### config.mk
export PLATFORM = sky130hd
export DESIGN_NAME = ute_engine
export DESIGN_NICKNAME = d
export VERILOG_FILES = /design/src/verilog/ute_pkg.sv /design/src/verilog/ute_engine.sv /design/src/verilog/ute_flag.sv /design/src/verilog/ute_fifo.sv
export SDC_FILE = /design/constraint.sdc
export NUM_CORES = 1
export LEC_CHECK = 0
export ABC_AREA = 0
export BUFFER_PORTS_ARGS = -buffer_cell sky130_fd_sc_hd__buf_2
export CORE_MARGIN = 4
export CORE_UTILIZATION = 40
export CTS_CLUSTER_SIZE = 12
export DETAILED_ROUTE_END_ITERATION = 6
export GPL_TIMING_DRIVEN = 0
export MAX_ROUTING_LAYER = met4
export PLACE_DENSITY = 0.54
export SETUP_SLACK_MARGIN = 0.2
export SLEW_MARGIN = 20
export SYNTH_ARGS = -nofsm -noshare
export SYNTH_HDL_FRONTEND = slang
export SYNTH_HIERARCHICAL = 1
export SYNTH_SLANG_ARGS = --single-unit
### constraint.sdc
create_clock -name mclk -period 3.15 [get_ports mclk]
set_input_delay 0.1575 -clock mclk [delete_from_list [all_inputs] [get_ports mclk]]
set_output_delay 0.1575 -clock mclk [all_outputs]
set_load 0.005 [all_outputs]
### src/verilog/ute_pkg.sv
// Constants, encodings and state codes of the endpoint transaction engine.
// Assumes one clock domain and a token decoder on the same clock.
package ute_pkg;
	localparam int DATA_W = 8;
	localparam int FIFO_DEPTH = 32;
	localparam int CNT_W = 8;
	localparam logic [1:0] KIND_CTRL = 2'h0;
	localparam logic [1:0] KIND_ISO = 2'h1;
	localparam logic [1:0] KIND_BULK = 2'h2;
	localparam logic [1:0] KIND_INTR = 2'h3;
	localparam logic WAY_IN = 1'h1;
	localparam logic WAY_OUT = 1'h0;
	// Flag indices; the two received flags must sit at 0 and 1.
	localparam int NFLAG = 6;
	localparam int FL_B0 = 0;
	localparam int FL_B1 = 1;
	localparam int FL_SETUP = 2;
	localparam int FL_RDY0 = 3;
	localparam int FL_RDY1 = 4;
	localparam int FL_CMPL = 5;
	localparam logic [NFLAG-1:0] IRQ_SRC_MASK = 6'h27;
	localparam logic [CNT_W-1:0] CNT_RST = 8'h00;
	localparam logic FLAG_RST = 1'h0;
	localparam logic BANK_RST = 1'h0;
	localparam logic TOGGLE_RST = 1'h0;
	typedef enum logic [1:0] {TOK_OUT = 2'h0, TOK_IN = 2'h1, TOK_SETUP = 2'h2} ute_tok_e;
	typedef enum logic [1:0] {HS_NONE = 2'h0, HS_ACK = 2'h1, HS_NAK = 2'h2} ute_hs_e;
	typedef enum logic [3:0]
	{
		ST_IDLE = 4'h1,
		ST_RX = 4'h2,
		ST_SEND = 4'h4,
		ST_WAIT = 4'h8
	} ute_state_e;
endpackage : ute_pkg

### src/verilog/ute_engine.sv
// Transaction handshake engine for one USB endpoint with optional ping-pong banks.
// Assumes a packet decoder and firmware port on mclk; endpoint already selected.
`timescale 1ns/10ps
module ute_engine
	import ute_pkg::*;
(
	input wire logic mclk,
	input wire logic rst,
	input wire logic ce,
	input wire logic endpointEnableBit,
	input wire logic [1:0] endpointTransferKind,
	input wire logic endpointWayBit,
	input wire logic pingPongMode,
	input wire logic controlDirBit,
	input wire logic tokValid,
	input wire logic [1:0] tokKind,
	input wire logic rxByteValid,
	input wire logic [DATA_W-1:0] rxByte,
	input wire logic rxEnd,
	input wire logic rxCrcOk,
	input wire logic rxDataOne,
	output logic txValid,
	input wire logic txReady,
	output logic [DATA_W-1:0] txData,
	output logic txEnd,
	output logic txDataOne,
	input wire logic hostAck,
	input wire logic hostTimeout,
	output logic hsValid,
	output logic [1:0] hsCode,
	input wire logic fwRdStrobe,
	output logic [DATA_W-1:0] fwRdData,
	input wire logic fwWrStrobe,
	input wire logic [DATA_W-1:0] fwWrData,
	output logic fwWrReady,
	input wire logic fwClrBank0,
	input wire logic fwClrBank1,
	input wire logic fwClrSetup,
	input wire logic fwSetTxReady,
	input wire logic fwClrTxReady,
	input wire logic fwClrTxComplete,
	input wire logic [NFLAG-1:0] irqEnable,
	output logic outBank0ReceivedFlag,
	output logic outBank1ReceivedFlag,
	output logic setupReceivedFlag,
	output logic transmitReadyFlag,
	output logic transmitCompleteFlag,
	output logic [CNT_W-1:0] endpointByteCount,
	output logic fwBank,
	output logic epIrq
);
	ute_state_e state_q;
	logic [NFLAG-1:0] flagSet, flagClr, flagQ;
	logic ctrlEp, tokIn, tokSetup, answerTok;
	logic outFree, outTarget, sendRdy, fillRdy;
	logic rxBank_q, fwBank_q, fillBank_q, sendBank_q;
	logic target_q, accept_q, isSetup_q;
	logic toggle_q, dirPrev_q;
	logic [CNT_W-1:0] rxCount_q;
	logic [CNT_W-1:0] cnt_q [2];
	logic [1:0] hsCode_q;
	logic hsValid_q, irq_q;
	logic rxDone, toggleOk, store, rxBad;
	logic txBusy, cancelReq, ackEv, fwRelease;
	logic [1:0] wrValid, wrReady, rdValid, rdReady;
	logic [1:0] flush, rewind, holdMark;
	logic [DATA_W-1:0] wrData;
	logic [DATA_W-1:0] rdData [2];

	// Token classification.
	assign ctrlEp = (endpointTransferKind == KIND_CTRL);
	assign tokIn = (tokKind == TOK_IN);
	assign tokSetup = (tokKind == TOK_SETUP);

	// Only enabled endpoints answer; non-control ones only in their way.
	assign answerTok = tokValid && (state_q == ST_IDLE) && endpointEnableBit
		&& (ctrlEp || (!tokSetup && (tokIn == (endpointWayBit == WAY_IN))));

	// Ready state of the bank to send and of the bank firmware fills.
	assign sendRdy = sendBank_q ? flagQ[FL_RDY1] : flagQ[FL_RDY0];
	assign fillRdy = fillBank_q ? flagQ[FL_RDY1] : flagQ[FL_RDY0];

	// Choice of the bank that takes an OUT or SETUP packet.
	always_comb
	begin
		outFree = 1'h0;
		outTarget = 1'h0;
		if (tokSetup)
			outFree = 1'h1;
		else if (!pingPongMode)
			outFree = !(flagQ[FL_B0] || flagQ[FL_SETUP]);
		else if (!flagQ[rxBank_q])
		begin
			outFree = 1'h1;
			outTarget = rxBank_q;
		end
		else if (!flagQ[!rxBank_q])
		begin
			outFree = 1'h1;
			outTarget = !rxBank_q;
		end
	end

	// End-of-packet qualification.
	assign rxDone = (state_q == ST_RX) && rxEnd;
	assign toggleOk = isSetup_q || (rxDataOne == toggle_q);
	assign store = rxDone && rxCrcOk && accept_q && toggleOk;
	assign rxBad = rxDone && accept_q && !(rxCrcOk && toggleOk);

	// IN side events.
	assign txBusy = (state_q == ST_SEND) || (state_q == ST_WAIT);
	assign cancelReq = fwClrTxReady && !txBusy;
	assign ackEv = (state_q == ST_WAIT) && hostAck;
	assign fwRelease = (fwClrBank0 && !fwBank_q) || (fwClrBank1 && fwBank_q);

	// Transaction sequencing.
	always_ff @(posedge mclk or posedge rst)
	begin
		if (rst)
			state_q <= ST_IDLE;
		else if (ce)
		begin
			case (state_q)
				ST_IDLE:
				begin
					if (answerTok && tokIn)
						state_q <= sendRdy ? ST_SEND : ST_IDLE;
					else if (answerTok)
						state_q <= ST_RX;
				end
				ST_RX:
				begin
					if (rxEnd)
						state_q <= ST_IDLE;
				end
				ST_SEND:
				begin
					if (!rdValid[sendBank_q])
						state_q <= ST_WAIT;
				end
				ST_WAIT:
				begin
					if (hostAck || hostTimeout)
						state_q <= ST_IDLE;
				end
				default:
					state_q <= ST_IDLE;
			endcase
		end
	end

	// Decision taken at the OUT or SETUP token.
	always_ff @(posedge mclk or posedge rst)
	begin
		if (rst)
		begin
			isSetup_q <= 1'h0;
			accept_q <= 1'h0;
			target_q <= BANK_RST;
		end
		else if (ce && answerTok && !tokIn)
		begin
			isSetup_q <= tokSetup;
			accept_q <= outFree;
			target_q <= outTarget;
		end
	end

	// Every byte the host sends is counted, stored or not.
	always_ff @(posedge mclk or posedge rst)
	begin
		if (rst)
			rxCount_q <= CNT_RST;
		else if (ce)
		begin
			if (answerTok)
				rxCount_q <= CNT_RST;
			else if ((state_q == ST_RX) && rxByteValid)
				rxCount_q <= rxCount_q + CNT_W'(1);
		end
	end

	// Byte counts per bank, loaded only by a stored packet.
	always_ff @(posedge mclk or posedge rst)
	begin
		if (rst)
		begin
			cnt_q[0] <= CNT_RST;
			cnt_q[1] <= CNT_RST;
		end
		else if (ce && store)
			cnt_q[target_q] <= rxCount_q;
	end

	// Handshake answer, one cycle after the token or packet end.
	always_ff @(posedge mclk or posedge rst)
	begin
		if (rst)
		begin
			hsValid_q <= 1'h0;
			hsCode_q <= HS_NONE;
		end
		else if (ce)
		begin
			hsValid_q <= 1'h0;
			hsCode_q <= HS_NONE;
			if (answerTok && tokIn && !sendRdy)
			begin
				hsValid_q <= 1'h1;
				hsCode_q <= HS_NAK;
			end
			else if (rxDone && rxCrcOk)
			begin
				hsValid_q <= 1'h1;
				hsCode_q <= accept_q ? HS_ACK : HS_NAK;
			end
		end
	end

	// Hardware and firmware events on the status flags.
	always_comb
	begin
		flagSet = '0;
		flagClr = '0;
		if (store && !isSetup_q)
			flagSet[target_q] = 1'h1;
		if (store && isSetup_q)
		begin
			flagSet[FL_SETUP] = 1'h1;
			flagClr[FL_B0] = 1'h1;
			flagClr[FL_B1] = 1'h1;
			flagClr[FL_RDY0] = 1'h1;
			flagClr[FL_RDY1] = 1'h1;
			flagClr[FL_CMPL] = 1'h1;
		end
		if (fwClrBank0)
			flagClr[FL_B0] = 1'h1;
		if (fwClrBank1)
			flagClr[FL_B1] = 1'h1;
		if (fwClrSetup)
			flagClr[FL_SETUP] = 1'h1;
		if (fwSetTxReady)
			flagSet[fillBank_q ? FL_RDY1 : FL_RDY0] = 1'h1;
		if (cancelReq)
			flagClr[sendBank_q ? FL_RDY1 : FL_RDY0] = 1'h1;
		if (ackEv)
		begin
			flagClr[sendBank_q ? FL_RDY1 : FL_RDY0] = 1'h1;
			flagSet[FL_CMPL] = 1'h1;
		end
		if (fwClrTxComplete)
			flagClr[FL_CMPL] = 1'h1;
	end

	// One sticky flag per status bit.
	ute_flag uFlag [NFLAG-1:0]
	(
		.mclk(mclk),
		.rst(rst),
		.ce(ce),
		.setEv(flagSet),
		.clrEv(flagClr),
		.flagQ(flagQ)
	);

	// Next OUT bank alternates after each stored OUT packet.
	always_ff @(posedge mclk or posedge rst)
	begin
		if (rst)
			rxBank_q <= BANK_RST;
		else if (ce && store && !isSetup_q && pingPongMode)
			rxBank_q <= !target_q;
	end

	// Firmware read bank swaps when it releases the bank it reads.
	// Standard mode always reads bank 0, so a bank left over from ping-pong returns there.
	always_ff @(posedge mclk or posedge rst)
	begin
		if (rst)
			fwBank_q <= BANK_RST;
		else if (ce && (pingPongMode ? fwRelease : fwBank_q))
			fwBank_q <= !fwBank_q;
	end

	// Firmware fill bank switches at each transmit-ready set.
	always_ff @(posedge mclk or posedge rst)
	begin
		if (rst)
			fillBank_q <= BANK_RST;
		else if (ce && pingPongMode)
		begin
			if (cancelReq)
				fillBank_q <= sendBank_q;
			else if (fwSetTxReady)
				fillBank_q <= !fillBank_q;
		end
	end

	// Send bank advances only after the host acknowledges.
	always_ff @(posedge mclk or posedge rst)
	begin
		if (rst)
			sendBank_q <= BANK_RST;
		else if (ce && pingPongMode && ackEv)
			sendBank_q <= !sendBank_q;
	end

	// Data toggle: setup starts DATA1 next, a direction change restarts at DATA1.
	always_ff @(posedge mclk or posedge rst)
	begin
		if (rst)
		begin
			toggle_q <= TOGGLE_RST;
			dirPrev_q <= 1'h0;
		end
		else if (ce)
		begin
			dirPrev_q <= controlDirBit;
			if (store)
				toggle_q <= isSetup_q ? 1'h1 : !toggle_q;
			else if (ackEv)
				toggle_q <= !toggle_q;
			else if (ctrlEp && (controlDirBit != dirPrev_q))
				toggle_q <= 1'h1;
		end
	end

	// Bank storage: host or firmware writes, sender or firmware reads.
	assign wrData = (state_q == ST_RX) ? rxByte : fwWrData;
	for (genvar b = 0; b < 2; b++)
	begin : gBank
		// Excess host bytes fall away when the bank is full.
		assign wrValid[b] = (state_q == ST_RX)
			? (accept_q && rxByteValid && (target_q == b))
			: (fwWrStrobe && (fillBank_q == b));
		assign rdReady[b] = (state_q == ST_SEND)
			? (txReady && (sendBank_q == b))
			: (fwRdStrobe && (fwBank_q == b));
		// Emptied at acceptance, on a bad packet, on cancel, or on control release.
		assign flush[b] = (answerTok && !tokIn && outFree && (outTarget == b))
			|| (rxBad && (target_q == b))
			|| (cancelReq && (sendBank_q == b))
			|| (ctrlEp && fwClrBank0 && (b == 0));
		assign rewind[b] = (state_q == ST_WAIT) && hostTimeout && (sendBank_q == b);
		assign holdMark[b] = txBusy && (sendBank_q == b);
		ute_fifo #(
			.W(DATA_W),
			.D(FIFO_DEPTH)
		) uFifo (
			.mclk(mclk),
			.rst(rst),
			.ce(ce),
			.flush(flush[b]),
			.rewind(rewind[b]),
			.holdMark(holdMark[b]),
			.wrValid(wrValid[b]),
			.wrData(wrData),
			.wrReady(wrReady[b]),
			.rdValid(rdValid[b]),
			.rdData(rdData[b]),
			.rdReady(rdReady[b])
		);
	end

	// Interrupt request from enabled event flags.
	always_ff @(posedge mclk or posedge rst)
	begin
		if (rst)
			irq_q <= 1'h0;
		else if (ce)
			irq_q <= |(flagQ & irqEnable & IRQ_SRC_MASK);
	end

	// Transmit stream; an empty bank ends at once as a zero-length packet.
	assign txValid = (state_q == ST_SEND) && rdValid[sendBank_q];
	assign txData = rdData[sendBank_q];
	assign txEnd = (state_q == ST_SEND) && !rdValid[sendBank_q];
	assign txDataOne = toggle_q;

	// Firmware view.
	assign fwRdData = rdData[fwBank_q];
	assign fwWrReady = (state_q != ST_RX) && wrReady[fillBank_q];
	assign fwBank = fwBank_q;
	assign endpointByteCount = cnt_q[fwBank_q];
	assign outBank0ReceivedFlag = flagQ[FL_B0];
	assign outBank1ReceivedFlag = flagQ[FL_B1];
	assign setupReceivedFlag = flagQ[FL_SETUP];
	assign transmitReadyFlag = fillRdy;
	assign transmitCompleteFlag = flagQ[FL_CMPL];
	assign hsValid = hsValid_q;
	assign hsCode = hsCode_q;
	assign epIrq = irq_q;
endmodule : ute_engine

### src/verilog/ute_flag.sv
// Sticky status flag set and cleared by firmware or hardware events.
// Assumes set and clear are single-cycle pulses on mclk.
`timescale 1ns/10ps
module ute_flag
	import ute_pkg::*;
(
	input wire logic mclk,
	input wire logic rst,
	input wire logic ce,
	input wire logic setEv,
	input wire logic clrEv,
	output logic flagQ
);
	// A set arriving with a clear wins, so no event is lost.
	always_ff @(posedge mclk or posedge rst)
	begin
		if (rst)
			flagQ <= FLAG_RST;
		else if (ce)
		begin
			if (setEv)
				flagQ <= 1'h1;
			else if (clrEv)
				flagQ <= 1'h0;
		end
	end
endmodule : ute_flag

### src/verilog/ute_fifo.sv
// Flip-flop FIFO bank with flush and a read mark that allows a replay.
// Assumes all controls are synchronous to mclk.
`timescale 1ns/10ps
module ute_fifo
	import ute_pkg::*;
#(
	parameter int W = DATA_W,
	parameter int D = FIFO_DEPTH
)
(
	input wire logic mclk,
	input wire logic rst,
	input wire logic ce,
	input wire logic flush,
	input wire logic rewind,
	input wire logic holdMark,
	input wire logic wrValid,
	input wire logic [W-1:0] wrData,
	output logic wrReady,
	output logic rdValid,
	output logic [W-1:0] rdData,
	input wire logic rdReady
);
	localparam int AW = $clog2(D);
	logic [AW:0] wrPtr_q, rdPtr_q, markPtr_q, rdNext;
	logic [W-1:0] mem_q [D];
	logic push, pop;

	// Full is judged against the mark, so replayable data is never overwritten.
	assign wrReady = !((wrPtr_q[AW] != markPtr_q[AW]) && (wrPtr_q[AW-1:0] == markPtr_q[AW-1:0]));
	assign rdValid = (rdPtr_q != wrPtr_q);
	assign rdData = mem_q[rdPtr_q[AW-1:0]];
	assign push = wrValid && wrReady;
	assign pop = rdValid && rdReady;
	assign rdNext = pop ? rdPtr_q + (AW+1)'(1) : rdPtr_q;

	// Pointers: flush empties, rewind replays from the mark.
	always_ff @(posedge mclk or posedge rst)
	begin
		if (rst)
		begin
			wrPtr_q <= '0;
			rdPtr_q <= '0;
			markPtr_q <= '0;
		end
		else if (ce)
		begin
			if (flush)
			begin
				wrPtr_q <= '0;
				rdPtr_q <= '0;
				markPtr_q <= '0;
			end
			else
			begin
				if (push)
					wrPtr_q <= wrPtr_q + (AW+1)'(1);
				rdPtr_q <= rewind ? markPtr_q : rdNext;
				if (!holdMark)
					markPtr_q <= rdNext;
			end
		end
	end

	// Storage.
	always_ff @(posedge mclk)
	begin
		if (ce && push && !flush)
			mem_q[wrPtr_q[AW-1:0]] <= wrData;
	end
endmodule : ute_fifo

==> After elaboration in Yosys (flattened, before gate mapping) <==
Memories as Yosys holds them, arrays and structs flattened.
Index checks and enable logic that the tools add are counted.
{ "word_totals": {"regBits": 83, "mem_bits_rw": 512, "word_cells": 314, "input_bits": 49, "n_memories": 2, "output_inout_bits": 38} }
{ "memory_table": {"columns": ["name", "depth", "width", "read_ports", "rd_ports_with_merged_regs", "write_ports", "line_no", "text"], "rows": [
  ["gBank[0].uFifo.mem_q", 32, 8, 1, 0, 1, "ute_fifo.sv:26", "logic [W-1:0] mem_q [D];"],
  ["gBank[1].uFifo.mem_q", 32, 8, 1, 0, 1, "ute_fifo.sv:26", null]
]} }
{ "op_classes": {"n_addsub": 5, "n_mux": 106, "bitwise_logic": 12, "reduce_logical": 125, "order_cmp": 14, "n_eq_ne": 22} }
{ "ops": {"columns": ["op", "n"], "rows": [
  ["two-way mux 8 bit", 13],
  ["two-way mux 6 bit", 17],
  ["logical AND 1 bit", 69],
  ["two-way mux 1 bit", 56],
  ["AND reduction 2 bit", 13],
  ["adder 6 x 1 -> 6 bit, second input constant", 4],
  ["two-way mux 4 bit", 5],
  ["nonzero test 2 bit", 10],
  ["zero test 1 bit", 18],
  ["OR 6 bit", 3],
  ["bitwise mux 16 bit", 1],
  ["case mux 4 bit (4 select lines)", 1],
  ["less-than comparator 1 x 4 -> 1 bit, second input constant", 3],
  ["two-way mux 3 bit", 4],
  ["!= test 6 bit", 2],
  ["logical OR 1 bit", 11],
  ["== test 5 bit", 2],
  ["two-way mux 2 bit", 5],
  ["adder 8 x 1 -> 8 bit, second input constant", 1],
  ["demux 8 bit (select 1 bit)", 1],
  ["less-than comparator 3 x 4 -> 1 bit, second input constant", 2],
  ["bitwise AND 6 bit", 1],
  ["demux 1 bit (select 3 bit)", 2],
  ["greater-or-equal comparator 2 bit, second input constant", 3],
  ["23 further kinds", 37]
]} }

==> Longest topological paths before layout <==
Gate-level depths: netlist (run 1).
{ "logic_depth": {"ltp_word": 16, "depth_mapped": 10, "mapped_depth_nobuf": 9} }

==> By module <==
The synthesis (run 1) kept the hierarchy.
{ "modules_own_cells": {"columns": ["module", "seq_area_each_um2", "area_per_inst_um2", "n_inst", "cells_each"], "rows": [
  ["ute_fifo", 8137.8, 11200.7, 2, 547],
  ["ute_engine", 1027.2, 2751.4, 1, 291],
  ["ute_flag", 25.0, 41.3, 6, 4]
]} }

==> Worst setup path before layout (run 1) <==
No wires, ideal clock.
{ "synth_path": {"kind": "register -> register", "from": "reg state_q[0]", "to": "mem gBank[0].uFifo/mem_q[16][0] (netlist name), enable pin", "slack_ns": 0.270, "setup_ns": 0.332, "required_time_ns": 2.818, "period_less_slack_ns": 2.880, "t_arrival_ns": 2.548, "n_path_buf": 2, "stages_incl_launch_ff": 11, "path_cell_list": "dfstp_2 nor4b_2 and2_1 a311oi_1 o31ai_1 nor2b_1 clkbuf_1 nand2_1 a21oi_1 clkbuf_1 and3_1"} }
{ "synth_between": {"elab_chain_len": 14, "word_cells_on_any_way": 28, "cone_classes": "eq/ne: 4; mux: 3; reduce/logical: 21"} }
{ "synth_rtl": {"columns": ["element", "line_no", "text"], "rows": [
  ["start, declared", "ute_engine.sv:52", "ute_state_e state_q;"],
  ["start signal, assigned", "ute_engine.sv:127", "state_q <= sendRdy ? ST_SEND : ST_IDLE;"],
  ["== test 4 x 1 -> 1 bit", "ute_engine.sv:76", "assign answerTok = tokValid && (state_q == ST_IDLE) && endpointEnableBit"],
  ["logical AND 1 bit (2 in series)", "ute_engine.sv:76", null],
  ["logical AND 1 bit", "ute_engine.sv:77", "&& (ctrlEp || (!tokSetup && (tokIn == (endpointWayBit == WAY_IN))));"],
  ["logical AND 1 bit (3 in series)", "ute_engine.sv:340", "assign flush[b] = (answerTok && !tokIn && outFree && (outTarget == b))"],
  ["logical OR 1 bit", "ute_engine.sv:341", "|| (rxBad && (target_q == b))"],
  ["logical OR 1 bit (*)", "ute_engine.sv:342", "|| (cancelReq && (sendBank_q == b))"],
  ["logical OR 1 bit (*)", "ute_engine.sv:343", "|| (ctrlEp && fwClrBank0 && (b == 0));"],
  ["named net flush[0]", "ute_engine.sv:66", "logic [1:0] flush, rewind, holdMark;"],
  ["zero test 1 bit (*)", "ute_fifo.sv:68", "if (ce && push && !flush)"],
  ["logical AND 1 bit (*)", "ute_fifo.sv:68", null],
  ["two-way mux 1 bit (*)", "ute_fifo.sv:68", null],
  ["two-way mux 1 bit (implied by the code) (*)", "ute_fifo.sv:69", "mem_q[wrPtr_q[AW-1:0]] <= wrData;"],
  ["end, declared", "ute_fifo.sv:26", null]
]} }
The timed path passes the listed nets; every way through them passes the cells marked *.

==> results of run 1 <==
-- sequential cells by signal (all words and copies together), names as in the netlist, 2 cells and up --
name / flops
gBank.uFifo/wrPtr_q: 12
hsCode: 2
rxCount_q: 8
uFlag/flagQ: 6
gBank.uFifo/rdPtr_q: 12
cnt_q: 16
gBank.uFifo/markPtr_q: 12
state_q: 4
gBank.uFifo/mem_q: 512
-- routing by layer --
layer / vias to the layer above / share of wire (%) / GRT usage (%)
met3: 88 / 6.3 / 2.795
met5: - / 0 / -
li1: 6153 / - / -
met1: 7584 / 44 / 27.97
met2: 469 / 47 / 30.75
met4: 0 / 2.2 / 4.497
-- power breakdown --
part	switching, uW	internal (uW)
combinational	2090	1990
sequential	169	8760
clock	2890	3910
total	5150	14700
-- layout make-up --
| cell class | instances | area share [%] |
|---|---|---|
| flip-flops and latches | 595 | 56.59 |
| multi-input cells | 707 | 26.48 |
| clock buffers | 73 | 5.093 |
| repair buffers | 160 | 4.749 |
| well taps | 846 | 3.431 |
| plain buffers | 75 | 2.380 |
| clock inverters | 26 | 0.8759 |
| inverters | 33 | 0.4015 |
-- logic make-up (layout without fill, tap and decap cells) --
family,after synthesis,after routing,share of synthesized area (%)
buf+inv,108,367,1.916
simple gates,291,291,6.428
compound gates,121,122,3.300
xor+xnor,49,49,1.690
flops,595,595,68.71
mux,233,233,17.37
fa+ha+maj,12,12,0.5812
-- repair_timing --
item | 4_1_cts | 5_1_grt
pin swaps | 5 | 10
gates cloned | 3 | 7
setup endpoints to repair | 564 | 549
setup buffers | 9 | 26
hold buffers | 26 | 0
hold endpoints to repair | 116 | 0
gates resized for setup | 290 | 56
-- cells in the final DEF (no fill, tap or decap), drive strengths merged, types with 29 or more instances in the layout --
master	Yosys	routed
nand3	29	29
edfxtp	512	512
buf	35	169
nor2	34	34
inv	33	34
mux4	160	160
xnor2	33	33
nand2	73	73
dfrtp	82	82
clkbuf	40	113
o21ai	37	37
mux2	63	63
and3	76	76
-- critical path: stages, from the launching register on --
cell and delay, ns:
dfrtp_2 0.44, buf_12 0.18, buf_12 0.17, mux4_2 0.52
mux4_2 0.52, mux2_4 0.32, mux2_4 0.31, buf_6 0.13
-- through the flow --
step / util [%] / power (uW) / area, um2 / setup TNS (ns)
floorplan: - / 11220 / 25400 / 0
detailed placement: 43.02 / 12460 / 27090 / -530.40
global placement: 42.69 / 12420 / 26880 / -890.75
finish: 49.00 / 19820 / 30850 / -3.694
CTS: 48.10 / 19860 / 30290 / -4.129
global route: 49.00 / 20570 / 30850 / -4.598
-- path summary, 6_finish.rpt --
path / from / end / cells past startpoint
hold reg to reg: cnt_q[13]$_DFFE_PP0P_ / cnt_q[13]$_DFFE_PP0P_ / 1
max in group asynchronous: rst / gBank[1].uFifo/rdPtr_q[0]$_DFFE_PP0P_ / 3
setup reg to reg: state_q[3]$_DFFE_PP0P_ / gBank[0].uFifo/mem_q[2][2]$_DFFE_PP_ / 12
hold / removal: fwWrData[5] / gBank[0].uFifo/mem_q[31][5]$_DFFE_PP_ / 3
setup / recovery: gBank[1].uFifo/rdPtr_q[0]$_DFFE_PP0P_ / txData[1] / 7
min in group asynchronous: rst / fillBank_q$_DFFE_PP0P_ / 3
==> results by group, run 1 <==
Power and ir drop
  • PwrDens: 642.4 nW/um2
  • Maximum VDD drop: about 470 uV
  • Leakage: 0.01063 uW

STA
  • Worst Setup Slack, final: -0.2477 ns
  • Fin crit share: 107.9%
  • Hold WS: 0.04827 ns
  • RSZ-0062 raised after global routing: yes
  • Least-Margin Pin Slew: 1.031 ns
  • Setup violations, final: 16
  • Slew Viols, Final: 0
  • Final hold vios: 0
  • Clock skew: 0.01823 ns
  • Max_slew headroom: 31.30%
  • Fin crit period: 3.398 ns
  • FMAX: 0.2943 GHz

CTS
  • Clk sinks: 595
  • Clock Latency Late Sink: 0.63 ns
  • Clk root buf: clkbuf_16
  • Htree depth: 2
  • TritonCTS Buffers: 61
  • CTS tree: done
  • Worst-path clk slew: 0.06 ns
  • Clk buf depth: 3

Status
  • Outcome: complete, but fails checks
  • Failing checks: negative setup slack

Yosys
  • Post-synthesis cell area: 25400 um2
  • Syn_area_per_cell: 18.03 um2
  • Area leader, netlist: edfxtp_1
  • Number of synthesized flops with an enable pin: 512
  • Post-Synthesis Net Count: 1469
  • Synth cell count leaders: edfxtp_1, mux4_2, dfrtp_1
  • Synth Warn #: 6
  • Gate Count Post-Synth: between 1000 and 1500
  • Netlist cell types: between 60 and 70
  • Synth Register Bits: 595
  • Post-synthesis sequential area ratio: between 60% and 70%
  • Synth top area cells: edfxtp_1, mux4_2, dfrtp_1, mux2_2, and3_1
  • Synth Flop Type: edfxtp_1
  • Most frequent cell after synthesis: edfxtp_1
  • Share of the synthesized area in the top cell type: about three fifths
  • Async SR Flop Fraction: 13.95%

Finish
  • Layout Cells excl Fill: 2515
  • Share of layout cells above drive strength 1: 35.65%
  • Number of fill cells: about 5300
  • Nets: 1693
  • Multi-input logic area: 8172 um2
  • Synthesis-to-finish area growth: 21.47%
  • Reg area: 17460 um2
  • Antenna Cells: 0

GRT
  • Initial antenna violation count: 0
  • Gr ovfl total: 0
  • Global-route wire length before repair: 96220 um
  • Total track usage: 19.73%
  • Vias in the first global route: between 10000 and 15000
  • Pin count of the biggest net entering global routing: 65

Setup path
  • Max FO, Critical Path: 10
  • CP required: between 2 and 3 ns
  • Setup CP Type: reg -> out
  • Startpoint class of the critical path: register
  • Arrival @ worst endpoint: 3.24 ns
  • Critical path endpoint category: primary output
  • Reg2Reg Setup Slack: around 0.20 ns

Die
  • Core area: 62970 um2
  • Core Rows: a little over 90
  • Initial Utilization: 40.34%
  • Die ar.: 67600 um2
  • Die Wd: 260.0 um
  • Top Ports: 87
  • Die Y: around 260 um

Route
  • DRC violation count after routing: 0
  • Post-Route WL: 65300 um
  • Post-detailed-route count of antenna-violating nets: 0
  • DR vias/cell: 5.683
  • DR iter-0 viols: 1424
  • Via count: 14294
  • Wire per inst: about 26 um
  • DRT Pass-1 Iters: 6

Job
  • Max_cap viols: 0

Placement
  • Pre-CTS WS: -1.202 ns
  • Gpl congestion: 0.8922
  • DP HPWL: 42550 um
  • Buffers on Ports: 84
  • Cells after DPL: 2345

Hold path
  • Hold WC Path Type: in -> reg
No activity file was read; power rests on OpenSTA's default activity.
==> inputs of run 2 (changes only) <==
Settings changed: TNS_END_PERCENT set to 30.
==> results by group, run 2 (same netlist as run 1, synthesis figures left out) <==
Die
  • Core Rows: 92 (unchanged)
  • Die Y: 260.0 um (unchanged)
  • Die Wd: 260.0 um (unchanged)
  • Top Ports: 87 (unchanged)
  • Die ar.: 67600 um2 (unchanged)
  • Initial Utilization: 40.34% (unchanged)
  • Core area: 62970 um2 (unchanged)

STA
  • Max_slew headroom: 29.81% (-1.5 points)
  • Fin crit share: 108.1% (+0.19 points)
  • Fin crit period: 3.404 ns (+0.006024 ns)
  • RSZ-0062 raised after global routing: yes
  • Clock skew: 0.01659 ns (-0.001636 ns)
  • Setup violations, final: 16 (unchanged)
  • Worst Setup Slack, final: -0.2537 ns (-0.006024 ns)
  • Slew Viols, Final: 0 (unchanged)
  • Setup tns final: -3.620 ns (+0.07404 ns)
  • Least-Margin Pin Slew: 1.053 ns (+0.02230 ns)
  • Final hold vios: 0 (unchanged)
  • FMAX: 0.2938 GHz (-0.18%)

CTS
  • Clk sinks: 595 (unchanged)
  • CTS tree: done
  • Htree depth: 2 (unchanged)
  • Clk buf depth: 3 (unchanged)
  • TritonCTS Buffers: 61 (unchanged)
  • Worst-path clk slew: 0.06 ns (about the same)
  • Clk root buf: clkbuf_16
  • Clock Latency Late Sink: 0.62 ns (about the same)

Setup path
  • Critical-path cell list: buf_12 -> buf_12 -> mux4_2 -> mux4_2 -> mux2_2 -> mux2_4 -> buf_6
  • Arrival @ worst endpoint: 3.25 ns (about the same)
  • CP peak stage delay: 0.58 ns (+0.06 ns)
  • Slowest cell on crit path: mux4_2
  • Setup CP Type: reg -> out
  • Max FO, Critical Path: 8 (-2)
  • CP required: 2.99 ns (about the same)
  • Startpoint class of the critical path: register
  • Critical path endpoint category: primary output

Job
  • Max_cap viols: 0 (unchanged)

Status
  • Failing checks: negative setup slack
  • Outcome: complete, but fails checks

GRT
  • Gr ovfl total: 0 (unchanged)
  • Pin count of the biggest net entering global routing: 65 (unchanged)
  • Vias in the first global route: 14268 (-0.15%)
  • Global-route wire length before repair: 96170 um (about the same)
  • Total track usage: 19.72% (about the same)
  • Initial antenna violation count: 0 (unchanged)

Route
  • DR iter-0 viols: 1367 (-4.0%)
  • Post-Route WL: 65010 um (-0.44%)
  • DRC violation count after routing: 0 (unchanged)
  • Via count: 14232 (-0.43%)
  • DR vias/cell: 5.693 (+0.16%)
  • Wire per inst: 26.01 um (+0.15%)
  • DRT Pass-1 Iters: 7 (+1)
  • Post-detailed-route count of antenna-violating nets: 0 (unchanged)

Placement
  • DP HPWL: 42550 um (unchanged)
  • Gpl congestion: 0.8922 (unchanged)
  • Pre-CTS WS: -1.202 ns (unchanged)
  • Buffers on Ports: 84 (unchanged)
  • Cells after DPL: 2345 (unchanged)

Finish
  • Synthesis-to-finish area growth: 20.70%
  • Nets: 1678 (-0.89%)
  • Max FFs per register: 512 (unchanged)
  • Share of layout cells above drive strength 1: 35.13% (-0.52 points)
  • Commonest non-fill, non-tap cell in the layout: edfxtp_1
  • Antenna Cells: 0 (unchanged)
  • Most frequent cells in the layout: edfxtp_1, mux4_2, dfrtp_1
  • Layout Cells excl Fill: 2500 (-0.60%)

Power and ir drop
  • Power share of the clock group: 34.4% (about the same)
  • Total net switching power: 5144 uW (-0.16%)
  • Int Power: 14650 uW (-0.15%)
  • Reg power frac: 45.1% (about the same)
  • PwrDens: 645.6 nW/um2 (+0.49%)
  • Maximum VDD drop: 463.5 uV (-0.40%)
  • Comb pwr share: 20.5% (about the same)
  • Leakage: 0.01054 uW (-0.85%)
  • Sw frac: 25.99% (about the same)

Hold path
  • Hold WC Path Type: in -> reg
==> run 2: cell count changes in the layout (fill, tap and decap cells not counted), sizes merged <==
cell,previous run,this run
clkbuf,113,112
buf,169,155
==> run 2: through the flow <==
stage	total power [uW]	area, um2	hold slack [ns]	util (%)
floorplan	11220	25400	-0.1138	-
global placement	12420	26880	0.09489	42.69
detailed placement	12460	27090	0.1037	43.02
CTS	19860	30250	0.003089	48.03
global route	20540	30660	0.03345	48.69
finish	19790	30660	0.04162	48.69
==> run 2: worst paths after layout <==
kind	startpoint	endpoint	slack [ns]	cells after the start
hold reg to reg	cnt_q[13]$_DFFE_PP0P_	cnt_q[13]$_DFFE_PP0P_	0.49	1
min in group asynchronous	rst	sendBank_q$_DFFE_PP0P_	0.09	3
hold / removal	fwWrData[5]	gBank[0].uFifo/mem_q[31][5]$_DFFE_PP_	0.04	3
setup reg to reg	fwBank$_DFFE_PP0P_	gBank[1].uFifo/markPtr_q[3]$_DFFE_PP0P_	0.20	6
setup / recovery	gBank[0].uFifo/rdPtr_q[0]$_DFFE_PP0P_	fwRdData[1]	-0.25	7
max in group asynchronous	rst	gBank[1].uFifo/rdPtr_q[0]$_DFFE_PP0P_	2.31	3
==> run 2: worst max-delay path: cells and delay by family (launching register included) <==
| kind | cells | cell delay, ns |
|---|---|---|
| buffers and inverters | 3 | 0.48 |
| DFF | 1 | 0.39 |
| muxes | 4 | 1.74 |
==> run 2: repair_timing <==
action | in CTS | in global routing
buffers inserted | 8 | 15
gates resized for setup | 280 | 64
cloned | 3 | 4
pin swaps | 4 | 8
endpoints found under the hold margin | 116 | 0
hold buffers | 26 | 0
endpoints found under the setup margin | 564 | 548
==> run 2: layer usage <==
layer / up-vias / track usage, % / share of wire [%]
met3: 89 / 2.844 / 6.5
met2: 498 / 30.78 / 48
met1: 7527 / 27.91 / 44
met4: 0 / 4.377 / 2.2
met5: - / - / 0
li1: 6118 / - / -
==> run 2: layout make-up <==
class	count	area, um2
Multi-Input combinational cell	707	8160
Clock buffer	73	1572
Sequential cell	595	17460
Inverter	33	123.9
Tap cell	846	1059
Timing Repair Buffer	145	1281
Buffer	75	733.2
Fill cell	5262	32310
Clock inverter	26	270.3
==> run 2: power groups by stage <==
| stage | clock network [uW] | registers (uW) | logic, uW |
|---|---|---|---|
| 5_1_grt | 7310 | 8940 | 4290 |
| 4_1_cts | 6990 | 8920 | 3950 |
| 3_5_place_dp | 0 | 9080 | 3390 |
| 6_report | 6800 | 8930 | 4060 |
| 2_1_floorplan | 0 | 9040 | 2180 |
| 3_3_place_gp | 0 | 9100 | 3320 |
==> inputs of run 3 (changes only) <==
--- a/config.mk
+++ b/config.mk
@@ -14,5 +14,5 @@
 export GPL_TIMING_DRIVEN = 0
 export MAX_ROUTING_LAYER = met4
-export PLACE_DENSITY = 0.54
+export PLACE_DENSITY = 0.57
 export SETUP_SLACK_MARGIN = 0.2
 export SLEW_MARGIN = 20
==> constraint.sdc (replaced) <==
create_clock -name mclk -period 3 [get_ports mclk]
set_input_delay 0.15 -clock mclk [delete_from_list [all_inputs] [get_ports mclk]]
set_output_delay 0.15 -clock mclk [all_outputs]
set_load 0.01 [all_outputs]
==> results by group, run 3 (same netlist as run 1, synthesis figures left out) <==
Status
  • Outcome: complete, but fails checks
  • Failing checks: negative setup slack

Placement
  • Gpl congestion: 0.8914 (about the same)
  • Pre-CTS WS: -1.219 ns (-0.01733 ns)
  • Buffers on Ports: 84 (unchanged)
  • DP HPWL: 42190 um (-0.85%)
  • Cells after DPL: 2346 (+0.043%)
  • Placed inst area: 27100 um2 (about the same)

GRT
  • Vias in the first global route: 14383 (+0.81%)
  • Total track usage: 19.59% (-0.13 points)
  • Initial antenna violation count: 1 (+1)
  • Global-route wire length before repair: 95700 um (-0.49%)
  • Gr ovfl total: 0 (unchanged)
  • Pin count of the biggest net entering global routing: 65 (unchanged)

Finish
  • Multi-input logic area: 8155 um2 (about the same)
  • Final core occ: 48.81% (+0.12 points)
  • Commonest non-fill, non-tap cell in the layout: edfxtp_1
  • Number of fill cells: 5220 (-0.80%)
  • Share of layout cells above drive strength 1: 36.22% (+1.1 points)
  • Nets: 1698 (+1.2%)
  • Synthesis-to-finish area growth: 20.99%
  • Max FFs per register: 512 (unchanged)
  • Most frequent cells in the layout: edfxtp_1, mux4_2, buf_2
  • Layout Cells excl Fill: 2520 (+0.80%)
  • Post-route cell area: 30730 um2 (+0.24%)
  • Reg area: 17460 um2 (unchanged)

Die
  • Core area: 62970 um2 (unchanged)
  • Die Wd: 260.0 um (unchanged)
  • Top Ports: 87 (unchanged)
  • Die Y: 260.0 um (unchanged)
  • Initial Utilization: 40.34% (unchanged)
  • Core Rows: 92 (unchanged)
  • Die ar.: 67600 um2 (unchanged)

Setup path
  • CP peak stage delay: 0.57 ns (about the same)
  • Arrival @ worst endpoint: 3.28 ns (+0.03 ns)
  • Worst-case reg-to-reg path depth: 6 (unchanged)
  • Reg2Reg Setup Slack: 0.25 ns (+0.05 ns)
  • Setup CP Type: reg -> out
  • Max FO, Critical Path: 8 (unchanged)
  • Startpoint class of the critical path: register
  • CP required: 2.85 ns (-0.14 ns)
  • Critical path endpoint category: primary output
  • Slowest cell on crit path: mux4_2
  • Critical-path cell list: buf_12 -> buf_12 -> buf_16 -> mux4_2 -> mux4_2 -> mux2_4 -> mux2_2 -> buf_6

Hold path
  • Hold Path Depth: 5 (+2)
  • Hold WC Path Type: in -> reg

STA
  • Fin crit period: 3.426 ns
  • Least-Margin Pin Slew: 1.049 ns (-0.004061 ns)
  • RSZ-0062 raised after global routing: yes
  • Setup violations, final: 16 (unchanged)
  • Fin crit share: 114.2%
  • Max_slew headroom: 30.08% (+0.27 points)
  • Final hold vios: 0 (unchanged)
  • FMAX: 0.2919 GHz
  • Worst Setup Slack, final: -0.4263 ns (-0.1726 ns)
  • Slew Viols, Final: 0 (unchanged)
  • Clock skew: 0.02087 ns (+0.004282 ns)

Power and ir drop
  • Sw frac: 26.14% (+0.15 points)
  • Leakage: 0.01055 uW (+0.12%)
  • Power share of the clock group: 33.8% (-0.6 points)
  • Int Power: 15280 uW (+4.3%)
  • Total net switching power: 5406 uW (+5.1%)
  • PwrDens: 673.0 nW/um2 (+4.3%)
  • Maximum VDD drop: 402.7 uV (-13%)
  • Reg power frac: 45.4% (+0.3 points)
  • Comb pwr share: 20.9% (+0.4 points)

CTS
  • Clk root buf: clkbuf_16
  • Clk buf depth: 3 (unchanged)
  • Clock Latency Late Sink: 0.62 ns (about the same)
  • Htree depth: 2 (unchanged)
  • Clk sinks: 595 (unchanged)
  • TritonCTS Buffers: 60 (-1.6%)
  • CTS tree: done
  • Worst-path clk slew: 0.06 ns (about the same)

Route
  • DRC violation count after routing: 0 (unchanged)
  • Wire per inst: 25.64 um (-1.4%)
  • DRT Pass-1 Iters: 5 (-2)
  • DR iter-0 viols: 1306 (-4.5%)
  • DR vias/cell: 5.632 (-1.1%)
  • Post-detailed-route count of antenna-violating nets: 0 (unchanged)
  • Via count: 14192 (-0.28%)
  • Post-Route WL: 64620 um (-0.61%)

Job
  • Max_cap viols: 0 (unchanged)
run 3: cell type report:
type	count	share of cell area (%)
clock buffer	82	5.288
inverter	33	0.4030
timing repair buffer	165	4.584
buffer	75	2.394
antenna	1	0.008142
tap	846	3.444
clock inverter	15	0.5333
sequential	595	56.81
multi-input combinational	708	26.54
run 3: worst paths after layout:
check                                                     endpoint                             startpoint
setup reg to reg           gBank[1].uFifo/markPtr_q[3]$_DFFE_PP0P_                     fwBank$_DFFE_PP0P_
min in group asynchronous                     rxBank_q$_DFFE_PP0P_                                    rst
max in group asynchronous               uFlag[1]/flagQ$_DFFE_PP0P_                                    rst
setup / recovery                                       fwRdData[4]  gBank[0].uFifo/rdPtr_q[0]$_DFFE_PP0P_
hold reg to reg                              cnt_q[13]$_DFFE_PP0P_                  cnt_q[13]$_DFFE_PP0P_
hold / removal                                target_q$_DFFE_PP0P_                           pingPongMode
run 3: metrics by stage:
step,hold slack (ns),power [uW],setup TNS (ns)
detailed placement,0.1007,13110,-520.52
floorplan,-0.1213,11810,0
CTS,0.003004,20700,-6.715
global route,0.07400,21510,-7.325
finish,0.06294,20680,-6.294
global placement,0.09445,13050,-941.04
run 3: what timing repair did:
item / 4_1_cts / 5_1_grt
pin swaps: 10 / 11
hold buffers: 28 / 0
resized for setup: 281 / 68
gates cloned: 5 / 3
buffers inserted: 22 / 18
setup endpoints to repair: 565 / 539
hold endpoints to repair: 116 / 0
run 3: layer usage:
layer | routed length (um) | GRT usage, % | part of all wire, % | up-vias
met3 | 4801 | 4.080 | 7.4 | 114
met5 | 0 | - | 0 | -
met1 | 27490 | 26.53 | 43 | 7422
met2 | 30360 | 30.05 | 47 | 517
li1 | - | - | - | 6139
met4 | 1968 | 6.236 | 3.0 | 0
run 3: worst max-delay path, delay by kind of cell (launching register included):
family,cells,cell delay (ns)
muxes,4,1.67
buffers and inverters,4,0.56
DFF,1,0.41
run 3: power by group through the flow:
stage	Combinational, uW	Sequential (uW)	Clock (uW)
4_1_cts	4140	9370	7190
3_5_place_dp	3570	9530	0
2_1_floorplan	2320	9490	0
5_1_grt	4570	9400	7550
6_report	4320	9390	6980
3_3_place_gp	3490	9560	0
